**src/hdl/ast_defs.vh**
```
// Constants for the asynchronous serial transmitter.
// Assumes inclusion by bare name from the design files.
`ifndef AST_DEFS_VH
`define AST_DEFS_VH
`define AST_DIV_W        16
`define AST_DIV_RESET    16'h0000
`define AST_FRAME_W      11
`define AST_CNT_W        4
`define AST_ST_IDLE      2'h0
`define AST_ST_LOAD      2'h1
`define AST_ST_SHIFT     2'h2
`endif

```
**src/hdl/ast_baud_gen.v**
```verilog
// Baud tick divider: one-cycle pulse every limit+1 clocks (divisor, or its low byte when not wide).
// Assumes a single system clock and synchronous reset.
`timescale 1ns/1ps
`default_nettype none
`include "ast_defs.vh"
module ast_baud_gen #(
	parameter W = `AST_DIV_W
) (
	input  wire         clk,
	input  wire         rst_n,
	input  wire         run,
	input  wire         wide,
	input  wire [W-1:0] divisor,
	output reg          tick
);
	reg  [W-1:0] cnt_reg;
	wire [W-1:0] limit;

	// 8-bit or 16-bit divider
	assign limit = wide ? divisor : {{(W-8){1'b0}}, divisor[7:0]};

	always @(posedge clk) begin
		if (!rst_n || !run) begin
			cnt_reg <= `AST_DIV_RESET;
			tick    <= 1'b0;
		end else if (cnt_reg >= limit) begin
			cnt_reg <= `AST_DIV_RESET;
			tick    <= 1'b1;
		end else begin
			cnt_reg <= cnt_reg + 1'b1;
			tick    <= 1'b0;
		end
	end
endmodule // ast_baud_gen
`default_nettype wire

```
**src/hdl/ast_shifter.v**
```verilog
// Frame shift register, sends start, data and one stop bit.
// Assumes baud ticks are one-cycle pulses.
`timescale 1ns/1ps
`default_nettype none
`include "ast_defs.vh"
module ast_shifter #(
	parameter FW = `AST_FRAME_W,
	parameter CW = `AST_CNT_W
) (
	input  wire          clk,
	input  wire          rst_n,
	input  wire          clear,
	input  wire          load,
	input  wire [8:0]    data,
	input  wire          nine,
	input  wire          tick,
	output wire          line,
	output wire          busy,
	output wire          last_done
);
	reg  [FW-1:0] sh_reg;
	reg  [CW-1:0] left_reg;
	wire [FW-1:0] frame;

	// Start 0, data, ninth or stop, stop 1
	assign frame = nine ? {1'b1, data, 1'b0}
		: {2'b11, data[7:0], 1'b0};
	assign line      = busy ? sh_reg[0] : 1'b1;
	assign busy      = (left_reg != {CW{1'b0}});
	assign last_done = tick && (left_reg == {{(CW-1){1'b0}}, 1'b1});

	always @(posedge clk) begin
		if (!rst_n || clear) begin
			sh_reg   <= {FW{1'b1}};
			left_reg <= {CW{1'b0}};
		end else if (load) begin
			sh_reg   <= frame;
			left_reg <= nine ? 4'hB : 4'hA;
		end else if (tick && busy) begin
			sh_reg   <= {1'b1, sh_reg[FW-1:1]};
			left_reg <= left_reg - 1'b1;
		end
	end
endmodule // ast_shifter
`default_nettype wire

```
**src/hdl/ast_tx.v**
```verilog
// Asynchronous serial transmitter top: holding buffer and shifter.
// Assumes software drives control ports and a write strobe.
`timescale 1ns/1ps
`default_nettype none
`include "ast_defs.vh"
module ast_tx (
	input  wire        CLOCK,
	input  wire        RST_N,
	input  wire        TRANSMITTER_ON,
	input  wire        SERIAL_PORT_ON,
	input  wire        CLOCKED_MODE,
	input  wire        NINTH_BIT_SELECT,
	input  wire        NINTH_DATA_BIT,
	input  wire        BAUD_WIDE,
	input  wire [15:0] BAUD_DIVISOR,
	input  wire        TX_BUFFER_WR,
	input  wire [7:0]  TX_BUFFER_DATA,
	input  wire        TX_BUFFER_IRQ_MASK,
	input  wire        GPIO_OUT,
	input  wire        GPIO_OUT_EN_N,
	output reg         SERIAL_OUT_PIN_O,
	output reg         SERIAL_OUT_PIN_OE_N,
	output reg         TX_BUFFER_EMPTY_FLAG,
	output reg         SHIFTER_EMPTY_STATUS,
	output reg         TX_IRQ
);
	reg  [8:0] hold_reg;
	reg  [8:0] stage_reg;
	reg        full_reg;
	reg        load_reg;
	wire       run;
	wire       tick;
	wire       line;
	wire       busy;
	wire       last_done;
	wire       load_now;

	assign run = TRANSMITTER_ON && SERIAL_PORT_ON && !CLOCKED_MODE;
	// Empty shifter takes buffer at once, else after stop bit
	assign load_now = full_reg && !load_reg && (!busy || last_done);

	ast_baud_gen #(.W(`AST_DIV_W)) u_baud (
		.clk     (CLOCK),
		.rst_n   (RST_N),
		.run     (run && (busy || load_reg) && !last_done),
		.wide    (BAUD_WIDE),
		.divisor (BAUD_DIVISOR),
		.tick    (tick)
	);

	ast_shifter u_shift (
		.clk       (CLOCK),
		.rst_n     (RST_N),
		.clear     (!run),
		.load      (load_reg),
		.data      (stage_reg),
		.nine      (NINTH_BIT_SELECT),
		.tick      (tick),
		.line      (line),
		.busy      (busy),
		.last_done (last_done)
	);

	// Holding buffer, ninth bit captured with low byte
	always @(posedge CLOCK) begin
		if (!RST_N || !run) begin
			hold_reg  <= 9'h000;
			stage_reg <= 9'h000;
			full_reg  <= 1'b0;
			load_reg  <= 1'b0;
		end else begin
			load_reg <= load_now;
			// Staged copy keeps a same-cycle write from replacing it
			if (load_now)
				stage_reg <= hold_reg;
			if (TX_BUFFER_WR) begin
				hold_reg <= {NINTH_DATA_BIT, TX_BUFFER_DATA};
				full_reg <= 1'b1;
			end else if (load_now) begin
				full_reg <= 1'b0;
			end
		end
	end

	// Registered outputs
	always @(posedge CLOCK) begin
		if (!RST_N) begin
			SERIAL_OUT_PIN_O     <= 1'b1;
			SERIAL_OUT_PIN_OE_N  <= 1'b1;
			TX_BUFFER_EMPTY_FLAG <= 1'b0;
			SHIFTER_EMPTY_STATUS <= 1'b1;
			TX_IRQ               <= 1'b0;
		end else begin
			SERIAL_OUT_PIN_O <= SERIAL_PORT_ON ? line : GPIO_OUT;
			SERIAL_OUT_PIN_OE_N <= SERIAL_PORT_ON ? 1'b0
				: GPIO_OUT_EN_N;
			TX_BUFFER_EMPTY_FLAG <= run && !full_reg;
			SHIFTER_EMPTY_STATUS <= !busy && !load_reg;
			TX_IRQ <= run && !full_reg && TX_BUFFER_IRQ_MASK;
		end
	end
endmodule // ast_tx
`default_nettype wire

```
**config.mk**
```make
export PLATFORM = sky130hd
export DESIGN_NAME = ast_tx
export DESIGN_NICKNAME = d
export VERILOG_FILES = /design/src/hdl/ast_baud_gen.v /design/src/hdl/ast_shifter.v /design/src/hdl/ast_tx.v
export VERILOG_INCLUDE_DIRS = /design/src /design/src/hdl
export SDC_FILE = /design/constraint.sdc
export NUM_CORES = 1
export LEC_CHECK = 0
export BUFFER_PORTS_ARGS = -buffer_cell sky130_fd_sc_hd__clkbuf_2
export CAP_MARGIN = 5
export CORE_ASPECT_RATIO = 1.75
export CORE_MARGIN = 2
export CORE_UTILIZATION = 40
export DETAILED_ROUTE_END_ITERATION = 8
export PLACE_DENSITY_LB_ADDON = 0.25
export REMOVE_ABC_BUFFERS = 1
export SLEW_MARGIN = 10
export SYNTH_ARGS = -nofsm -noshare
export SYNTH_HDL_FRONTEND = slang
export SYNTH_SLANG_ARGS = --single-unit
```
**constraint.sdc**
```tcl
create_clock -name CLOCK -period 1.9 [get_ports CLOCK]
set_input_delay 0 -clock CLOCK [delete_from_list [all_inputs] [get_ports CLOCK]]
set_output_delay 0 -clock CLOCK [all_outputs]
set_load 0.01 [all_outputs]
```
Yosys cells after proc, flatten, opt, wreduce, memory -nomap -nowiden
Index checks and enable logic that the tools add are counted.

operators by class
  $add $sub $neg = 2
  order comparisons = 1
  equality and inequality tests = 1
  multiplexer cells = 13
  reductions and logical operators = 27

operators with widths
  operator                                             count
  two-way mux 11 bit                                   2
  adder 16 x 1 -> 16 bit, second input constant        1
  >= comparator 16 bit                                 1
  two-way mux 16 bit                                   1
  logical AND 1 bit                                    11
  two-way mux 10 bit                                   1
  logical NOT 1 bit                                    8
  two-way mux 4 bit                                    2
  two-way mux 1 bit                                    7
  equality test 4 x 1 -> 1 bit, second input constant  1
  logical OR 1 bit                                     4
  nonzero test 2 bit                                   2
  nonzero test 4 bit                                   1
  subtractor 4 x 1 -> 4 bit, second input constant     1
  OR reduction 2 bit                                   1

storage, ports and cells
  register bits = 57
  input bits = 36
  output and inout port bits = 5
  word-level logic and storage cells = 57

Depth between registers and ports, before layout
Gate-level depths: netlist of run 1.

  depth in word-level cells = 7
  mapped depth = 9

By module
From an unflattened synthesis of run 1, not the netlist that was laid out.

second synthesis, totals
  cell total of the unflattened synthesis = 319
  area total of the unflattened synthesis = 2984.1 um2

modules (own cells, without submodules)
  module        times used  cells an instance  area each (um2)  sequential area each (um2)
  ast_baud_gen  1           136                1251.2           340.3
  ast_tx        1           93                 930.9            500.5
  ast_shifter   1           90                 802.0            280.3

Worst setup path after synthesis of run 1
OpenSTA, ideal clock, no wires.

  path type = reg2reg
  start point = reg u_shift.left_reg[0]
  end point = reg u_shift.sh_reg[6]
  setup time = 129 ps
  arrival = 1655 ps
  setup slack = 116 ps
  stages on the path, launching flop included = 9
  path buffers = 1
  cell sequence = dfxtp_1 inv_1 ha_1 inv_1 o31ai_4 buf_6 mux2_2 mux2i_1 nand2_1

on the way
  word-level cells in the longest chain between the ends = 3

RTL lines
  item                          line              text
  from (decl)                   ast_shifter.v:22  reg [CW-1:0] left_reg;
  from (signal assigned)        ast_shifter.v:35  left_reg <= {CW{1'b0}};
  from (signal assigned)        ast_shifter.v:38  left_reg <= nine ? 4'hB : 4'hA;
  from (signal assigned)        ast_shifter.v:41  left_reg <= left_reg - 1'b1;
  nonzero test 4 bit            ast_shifter.v:29  assign busy = (left_reg != {CW{1'b0}});
  logical AND 1 bit             ast_shifter.v:39  end else if (tick && busy) begin
  nonzero test 2 bit (no line)  n/a
  to (signal assigned)          ast_shifter.v:34  sh_reg <= {FW{1'b1}};
  to (signal assigned)          ast_shifter.v:37  sh_reg <= frame;
  to (signal assigned)          ast_shifter.v:40  sh_reg <= {1'b1, sh_reg[FW-1:1]};
  to (decl)                     ast_shifter.v:21  reg [FW-1:0] sh_reg;

Every way passes these cells.
A chain may end at the register's enable or synchronous reset.

Final worst setup path of run 1
  start point = reg u_baud.cnt_reg[0]
  end point = reg u_baud.tick

on the way
  word-level cells in the longest chain between the ends = 2

RTL lines
  item                    line               text
  from (decl)             ast_baud_gen.v:16  reg [W-1:0] cnt_reg;
  from (signal assigned)  ast_baud_gen.v:24  cnt_reg <= `AST_DIV_RESET;
  from (signal assigned)  ast_baud_gen.v:27  cnt_reg <= `AST_DIV_RESET;
  from (signal assigned)  ast_baud_gen.v:30  cnt_reg <= cnt_reg + 1'b1;
  >= comparator 16 bit    ast_baud_gen.v:26  end else if (cnt_reg >= limit) begin
  two-way mux 1 bit       ast_baud_gen.v:26
  to (signal assigned)    ast_baud_gen.v:25  tick <= 1'b0;
  to (signal assigned)    ast_baud_gen.v:28  tick <= 1'b1;
  to (signal assigned)    ast_baud_gen.v:31  tick <= 1'b0;
  to (decl)               ast_baud_gen.v:14  output reg tick

Every way passes these cells.

==> flow_summary_export.csv, run 1 <==
group,metric,value,unit
setup_path,crit_buf_inv,2,
timing,max_freq,0.551,GHz
floorplan,die_x,67.2,um
synthesis,ys_ff_latch,56,
timing,finalSetupViolations,0,
clocking,cts_sinks,56,
grt,overflow,0,
routing,drc,0,
timing,fin_crit_sh,0.954,
grt,track_usage,0.164,
worst_hold_path,hold_class,"in2reg",
finish,area_growth,28.5,%
floorplan,io_pins,41,
place,dpl.cell_count,432,
pwr,p_leak,1.59,nW
timing,skew,0.00895,ns
routing,ant_nets,0,
setup_path,crit_type,"reg2reg",
setup_path,cp_top_family,"compound AO/OA/AOI/OAI gates",
run,maxCapViolations,0,
clocking,cts-root-buf,"clkbuf_16",
synthesis,syn_area,2800,um2
finish,diodes,0,
pwr,p_per_area,624,nW/um2
timing,period_needed,1.81,ns
routing,via_per_inst,4.86,
synthesis,synth-async-reset-ratio,0,
synthesis,yosysUniqueCellTypes,46,
synthesis,synth-seq-area-share,0.401,
finish,largest_reg_flops,16,
timing,finalHoldViolCount,0,
setup_path,crit_slowest_cell,"a2111o_1",
finish,final_cells,457,
setup_path,r2r-start,"u_baud.cnt_reg[0]$_SDFF_PP0_",
timing,worst_pin_slew,0.555,ns
setup_path,r2r_cells,8,
floorplan,design.die.area,7700,um2
finish,seqCellArea,1120,um2
place,gp_congestion,0.823,
place,dp.final_hpwl,4310,um
finish,final_nets,427,
setup_path,arrival,2.00,ns
synthesis,synthFlopType,"dfxtp_1",
clocking,cts.htree.levels,2,
setup_path,worstPathRequired,2.09,ns
synthesis,synth_edf_count,0,
worst_hold_path,min_to,"full_reg$_SDFFE_PP0P_",
timing,finalMaxSlewViolations,0,
routing,num_vias,2221,
clocking,numCtsBuffers,5,
timing,rsz0062_at_grt,"no",
setup_path,rrSetupSlack,0.09,ns
setup_path,end_kind,"flop",
setup_path,r2r_end,"u_baud.tick$_SDFF_PP0_",
grt,grt_pass1_wl,9650,um
grt,grt_antenna_before_repair,0,
clocking,cts_max_path_buffers,2,
setup_path,crit_fanout,5,
synthesis,syn_inst,298,
timing,finalSetupTns,0,ns
routing,drt_iter0_markers,71,
place,place_area,3220,um2
place,place_ws,0.0623,ns
clocking,clk_pin_slew,0.07,ns
routing,drt-pass1-iter-count,4,
outcome,status,"finished, final reports clean",
pwr,power.total,2.24,mW
setup_path,worstPathCellList,"inv_1, ha_1, nand2b_1, a2111o_1, o2111ai_2, nand3_4, buf_12, and2_1",
timing,layout_setup_ws,0.0866,ns
floorplan,die_y,115,um
clocking,cts_setup_buffers,0,
setup_path,crit_cells,8,
setup_path,critPathMaxStageDelay,0.37,ns
clocking,cts_tree,"yes",
timing,slew_headroom,0.630,
synthesis,avgSynthCellArea,9.38,um2
routing,wirelength,5800,um
setup_path,startpoint_type,"flop",
floorplan,initial_core_util,0.411,
finish,num-fill-cells,644,
grt,grt_max_degree,19,
finish,final_cell_area,3590,um2
synthesis,ys_warn_count,0,
pwr,vdd_drop_max,0.397,mV
worst_hold_path,hold_depth,4,
worst_hold_path,min-delay-start,"TRANSMITTER_ON",
finish,final_common_cell,"dfxtp_1",
floorplan,coreArea,6810,um2
clocking,insertion_delay,0.30,ns
floorplan,fp-row-count,40,
grt,grt_pass1_vias,2293,
finish,drive_above_1_share,0.284,
finish,multi_input_area,1570,um2
finish,final_cell_mix,"dfxtp_1 (54), nand2_1 (44), clkbuf_2 (40)",
place,io_buffers,40,
routing,drt-wirelength-per-cell,12.7,um
per-stage QoR:
stage                     utilization  hold WS [ns]
after floorplan                     -        0.0619
after global routing            0.528         0.182
final                           0.528         0.162
after global placement          0.474         0.200
after CTS                       0.517         0.155
after detailed placement        0.474         0.208
cell usage after synthesis, types with 2 or more instances:
library cell  instances  area (um2)
nor2_2               10        62.6
nand2_1              44         165
nand4_1               7        43.8
mux2i_1              27         270
nor4_1                2        12.5
xnor2_1              14         123
nand3_1               6        30.0
xor2_1                3        26.3
buf_6                 3        33.8
nor3_1                3        15.0
dfxtp_1              56        1120
and2_1                2        12.5
inv_1                13        48.8
a21oi_1               8        40.0
nor2_1               33         124
mux2_2                8        90.1
nor3b_1               3        22.5
ha_1                 19         238
o21ai_0               4        20.0
and4_1                2        17.5
clkbuf_1              5        18.8
buf_4                 2        15.0
layout make-up:
| class | instances | area share |
|---|---|---|
| repair buffers | 78 | 0.166 |
| clock buffers | 5 | 0.0348 |
| clock inverters | 3 | 0.00592 |
| inverters | 14 | 0.0146 |
| multi-input cells | 217 | 0.437 |
| well taps | 84 | 0.0293 |
| flip-flops and latches | 56 | 0.313 |
timing repair:
action / CTS / global route
hold endpoints to repair: 14 / 0
endpoints found under the setup margin: 0 / 5
resized for setup: 0 / 6
hold buffers: 15 / 0
routing by layer:
layer,GRT usage,up-vias,wire length [um]
met5,0,-,0
li1,-,1157,-
met4,0.0721,0,184
met2,0.320,43,3120
met3,0.0265,10,182
met1,0.159,1011,2300
worst max-delay path by stage:
stage | from | to
final | u_baud.cnt_reg[0]$_SDFF_PP0_ | u_baud.tick$_SDFF_PP0_
after floorplan | u_shift.left_reg[0]$_SDFFE_PP0P_ | u_shift.sh_reg[1]$_SDFFE_PP1P_
after global placement | u_baud.cnt_reg[0]$_SDFF_PP0_ | u_baud.cnt_reg[12]$_SDFF_PP0_
after detailed placement | u_baud.cnt_reg[0]$_SDFF_PP0_ | u_baud.cnt_reg[12]$_SDFF_PP0_
after CTS | u_baud.cnt_reg[0]$_SDFF_PP0_ | u_baud.cnt_reg[0]$_SDFF_PP0_
after global routing | u_baud.cnt_reg[0]$_SDFF_PP0_ | u_baud.tick$_SDFF_PP0_
power breakdown:
group | internal (mW) | switching (mW)
combinational | 0.0757 | 0.0591
sequential | 1.18 | 0.00224
clock | 0.492 | 0.436
tightest hold or removal path, stage by stage:
cell	delay, ns
clkbuf_2	0.09
nand4b_1	0.09
buf_4	0.18
nor2_1	0.06
cell families after synthesis:
kind of cell,synth area share
AND/OR/NAND/NOR,0.222
flip-flops,0.401
buffers and inverters,0.0443
adder cells (fa/ha/maj),0.0850
AO/OA/AOI/OAI,0.0658
multiplexers,0.129
XOR/XNOR,0.0533
No activity file was read; power rests on OpenSTA's default activity.
==> run 2, diff against run 1 <==
- CELL_PAD_IN_SITES_DETAIL_PLACEMENT: default -> 0
- CELL_PAD_IN_SITES_GLOBAL_PLACEMENT: default -> 2
- CORE_UTILIZATION: 40 -> 32
==> run 2 against run 1 <==
Core utilization decreased by 9.4 points. Clock-buffer cell count increased by 1. Sequential cell count unchanged. Critical path depth unchanged. Via count increased by 1.7%. Cell count increased by 10%. Maximum frequency increased by 1.1%. Critical endpoint is now SERIAL_OUT_PIN_O$_SDFF_PN1_. Largest power group unchanged. Highest routed layer unchanged.
==> flow_summary_export.csv, run 2 (synthesis gave the netlist of run 1 again) <==
group,metric,value,unit
run,maxCapViolations,0,
finish,largest_reg_flops,16,
finish,area_growth,32.9,%
routing,drc,0,
timing,finalSetupViolations,0,
clocking,cts_tree,"yes",
finish,final_cell_area,3710,um2
floorplan,io_pins,41,
grt,grt_antenna_before_repair,0,
setup_path,crit_type,"reg2reg",
clocking,cts_sinks,56,
timing,skew,0.00461,ns
clocking,clk_pin_slew,0.07,ns
setup_path,arrival,1.98,ns
timing,rsz0062_at_grt,"yes",
setup_path,crit_fanout,3,
routing,wirelength,6360,um
pwr,p_per_area,615,nW/um2
grt,overflow,0,
floorplan,die_y,128,um
finish,diodes,0,
place,dp.final_hpwl,4880,um
place,io_buffers,40,
clocking,cts_max_path_buffers,2,
timing,period_needed,1.79,ns
grt,grt_pass1_wl,10300,um
routing,drt_iter0_markers,67,
floorplan,die_x,74.7,um
setup_path,worstPathRequired,2.08,ns
place,place_area,3340,um2
floorplan,initial_core_util,0.327,
timing,max_freq,0.557,GHz
timing,finalMaxSlewViolations,0,
timing,slew_headroom,0.609,
routing,ant_nets,0,
routing,num_vias,2259,
finish,final_common_cell,"dfxtp_1",
routing,drt-pass1-iter-count,4,
floorplan,design.die.area,9530,um2
finish,fin_util,0.434,
finish,final_cell_mix,"dfxtp_1 (56), nand2_1 (44), clkbuf_2 (40)",
pwr,vdd_drop_max,0.408,mV
finish,final_nets,441,
clocking,numCtsBuffers,5,
grt,grt_max_degree,18,
floorplan,fp-row-count,45,
grt,grt_pass1_vias,2320,
setup_path,end_kind,"flop",
clocking,insertion_delay,0.29,ns
setup_path,startpoint_type,"flop",
floorplan,coreArea,8560,um2
finish,drive_above_1_share,0.300,
worst_hold_path,hold_class,"in2reg",
outcome,status,"finished, final reports clean",
timing,fin_crit_sh,0.944,
routing,via_per_inst,4.48,
pwr,p_leak,1.66,nW
timing,holdWs,0.187,ns
routing,drt-wirelength-per-cell,12.6,um
clocking,cts.htree.levels,2,
timing,worst_pin_slew,0.586,ns
place,gp_congestion,0.777,
timing,finalHoldViolCount,0,
clocking,cts-root-buf,"clkbuf_16",
grt,track_usage,0.142,
[run 2: metal layers]
metal	track usage	vias up	wire, um
met1	0.134	1012	2420
met2	0.279	43	3590
met5	0	-	0
met4	0.0630	0	186
met3	0.0260	11	158
li1	-	1193	-
[run 2: where the power goes]
group	switching, mW	internal, mW	leakage, nW
clock	0.430	0.528	0.0772
sequential	0.00232	1.18	0.452
combinational	0.0629	0.0814	1.13
total	0.496	1.79	1.66
[run 2: path summary, 6_finish.rpt]
path,startpoint,to,slack [ns],cells past startpoint
worst max-delay path,u_shift.left_reg[0]$_SDFFE_PP0P_,SERIAL_OUT_PIN_O$_SDFF_PN1_,0.11,8
worst min-delay path,TX_BUFFER_WR,full_reg$_SDFFE_PP0P_,0.19,3
worst max register to register,u_shift.left_reg[0]$_SDFFE_PP0P_,SERIAL_OUT_PIN_O$_SDFF_PN1_,0.11,8
worst min register to register,stage_reg[2]$_SDFFE_PP0P_,u_shift.sh_reg[3]$_SDFFE_PP1P_,0.47,2
[run 2: what timing repair did]
item,4_1_cts,5_1_grt
resized for setup,0,4
hold endpoints to repair,14,0
hold buffers,15,0
buffers inserted,0,3
endpoints found under the setup margin,0,13
[run 2: cell type report]
type,count,area (um2)
multi-input combinational,218,1600
fill,897,4840
tap,117,146
sequential,56,1120
clock buffer,6,139
clock inverter,2,13.8
inverter,14,52.6
timing repair buffer,91,646
[run 2: through the flow]
stage | total power, mW | TNS (ns) | instances | setup slack (ns)
finish | 2.28 | 0 | 504 | 0.106
global route | 2.38 | -0.0224 | 504 | -0.00902
CTS | 2.32 | 0 | 500 | 0.00160
detailed placement | 1.33 | 0 | 477 | 0.00879
global placement | 1.33 | 0 | 477 | 0.0156
floorplan | 1.26 | 0 | 287 | 0.0340
[run 2: worst max-delay path, stage by stage (launching register included)]
cell	delay, ns
dfxtp_1	0.38
inv_1	0.08
ha_1	0.22
buf_4	0.15
a21oi_1	0.12
nand2_1	0.06
o21ai_0	0.07
nand2_1	0.06
dlygate4sd3_1	0.54
==> run 3, diff against run 2 <==
--- a/config.mk
+++ b/config.mk
@@ -18,2 +18,3 @@
 export REMOVE_ABC_BUFFERS = 1
+export SETUP_SLACK_MARGIN = 0.5
 export SLEW_MARGIN = 10
==> constraint.sdc (replaced) <==
create_clock -name CLOCK -period 1.6 [get_ports CLOCK]
set_input_delay 0.08 -clock CLOCK [delete_from_list [all_inputs] [get_ports CLOCK]]
set_output_delay 0.08 -clock CLOCK [all_outputs]
set_load 0.01 [all_outputs]
==> run 3 against run 2 <==
The run now ends with setup timing left. Clock power increased by 15%. Non-clock buffer count grew 12. Clock-buffer cell count did not move. Critical path depth unchanged. Sequential cell count is the same. Critical endpoint is now u_baud.tick$_SDFF_PP0_. Cell count increased by 2.4%.
==> flow_summary_export.csv, run 3 (synthesis gave the netlist of run 1 again) <==
group,metric,value,unit
outcome,status,"finished, violations left",
outcome,violations,"setup timing",
routing,drc,0,
pwr,p_leak,1.81,nW
clocking,cts-root-buf,"clkbuf_16",
setup_path,arrival,1.95,ns
routing,num_vias,2360,
clocking,numCtsBuffers,5,
place,place_ws,-0.381,ns
routing,drt_iter0_markers,82,
finish,diodes,0,
clocking,cts.htree.levels,2,
worst_hold_path,hold_class,"in2reg",
place,dp.final_hpwl,4970,um
routing,via_per_inst,4.57,
pwr,p_sw,0.595,mW
timing,finalMaxSlewViolations,0,
place,io_buffers,40,
timing,finalSetupViolations,29,
setup_path,worstPathRequired,1.80,ns
place,gp_congestion,0.821,
pwr,swShare,0.223,
floorplan,design.die.area,9530,um2
finish,largest_reg_flops,16,
timing,rsz0062_at_grt,"yes",
grt,grt_pass1_vias,2414,
floorplan,die_y,128,um
setup_path,crit_fanout,5,
clocking,cts_sinks,56,
timing,period_needed,1.75,ns
routing,drt-wirelength-per-cell,13.6,um
grt,grt_max_degree,25,
finish,final_common_cell,"dfxtp_1",
floorplan,die_x,74.7,um
timing,fin_crit_sh,1.10,
grt,grt_pass1_wl,11400,um
timing,layout_setup_ws,-0.154,ns
floorplan,initial_core_util,0.327,
clocking,clk_pin_slew,0.07,ns
setup_path,crit_type,"reg2reg",
floorplan,fp-row-count,45,
grt,track_usage,0.157,
routing,ant_nets,0,
grt,grt_antenna_before_repair,0,
finish,final_cell_mix,"dfxtp_1 (45), nand2_1 (42), clkbuf_2 (40), buf_4 (40), nor2_1 (28)",
timing,holdWs,0.0154,ns
clocking,insertion_delay,0.30,ns
timing,worst_pin_slew,0.459,ns
routing,wirelength,6990,um
pwr,intPower,2.07,mW
pwr,clock_power_share,0.411,
floorplan,coreArea,8560,um2
finish,num-fill-cells,852,
clocking,cts_max_path_buffers,2,
routing,drt-pass1-iter-count,4,
floorplan,io_pins,41,
run,maxCapViolations,0,
timing,max_freq,0.570,GHz
finish,drive_above_1_share,0.446,
pwr,p_per_area,644,nW/um2
finish,seqCellArea,1130,um2
setup_path,startpoint_type,"flop",
pwr,combPwrFrac,0.063,
timing,skew,0.00401,ns
pwr,vdd_drop_max,0.492,mV
timing,finalHoldViolCount,0,
grt,overflow,0,
clocking,cts_tree,"yes",
setup_path,end_kind,"flop",
finish,multi_input_area,1850,um2
finish,final_nets,453,
finish,area_growth,48.1,%
timing,slew_headroom,0.694,
pwr,p_seq_frac,0.526,
[run 3: cell types whose count changed in the layout (fill, tap and decap cells not counted), moves of 5 or more]
cell	previous run	this run
buf_6	0	12
ha_4	1	9
dlygate4sd3_1	15	4
buf_4	34	40
nor2_1	33	28
mux2_4	0	8
ha_1	18	10
dfxtp_1	56	45
dfxtp_2	0	11
nor2_4	0	8
mux2_2	8	0
[run 3: path summary, 6_finish.rpt]
path                                 from                             end  slack (ns)  cells past startpoint
max          u_baud.cnt_reg[0]$_SDFF_PP0_          u_baud.tick$_SDFF_PP0_       -0.15                      8
min                     TX_BUFFER_DATA[4]        hold_reg[4]$_SDFFE_PP0P_        0.02                      3
max reg2reg  u_baud.cnt_reg[0]$_SDFF_PP0_          u_baud.tick$_SDFF_PP0_       -0.15                      8
min reg2reg     stage_reg[2]$_SDFFE_PP0P_  u_shift.sh_reg[3]$_SDFFE_PP1P_        0.47                      2
[run 3: layout make-up]
cell class | instances | share of cell area
multi-input combinational | 218 | 0.446
timing repair buffer | 103 | 0.196
sequential | 56 | 0.274
tap | 117 | 0.0354
inverter | 14 | 0.0133
clock buffer | 6 | 0.0311
clock inverter | 2 | 0.00332
[run 3: power by group through the flow]
stage               clock, mW  combinational (mW)  sequential [mW]
floorplan                   0              0.0580             1.44
global placement            0               0.137             1.43
detailed placement          0               0.138             1.43
CTS                      1.14               0.168             1.40
global route             1.19               0.189             1.40
finish                   1.10               0.168             1.40
[run 3: routing by layer]
metal	GRT usage	share of wire	vias up
met5	0	0	-
li1	-	-	1215
met1	0.162	0.38	1098
met4	0.0567	0.017	0
met2	0.302	0.58	40
met3	0.0276	0.024	7
[run 3: stage by stage]
step	instances	setup TNS, ns	utilization	cell area, um2	power [mW]
floorplan	287	-4.83	-	2720	1.49
global placement	485	-6.74	0.398	3400	1.57
detailed placement	485	-7.71	0.398	3400	1.57
CTS	510	-2.50	0.465	3980	2.71
global route	516	-4.64	0.484	4140	2.78
finish	516	-2.38	0.484	4140	2.67
[run 3: repair_timing]
action	in CTS	in global routing
endpoints found under the hold margin	3	1
hold buffers	3	1
pin swaps	30	13
setup buffers	12	5
cloned	2	0
gates resized for setup	58	27
setup endpoints to repair	43	43
[run 3: critical path: stages, from the launching register on]
cell and delay (ns):
dfxtp_2 0.34, inv_2 0.04, ha_4 0.20, nand2b_1 0.13
a2111o_1 0.39, o2111ai_4 0.10, buf_4 0.17, nand3_4 0.12
and2_1 0.16
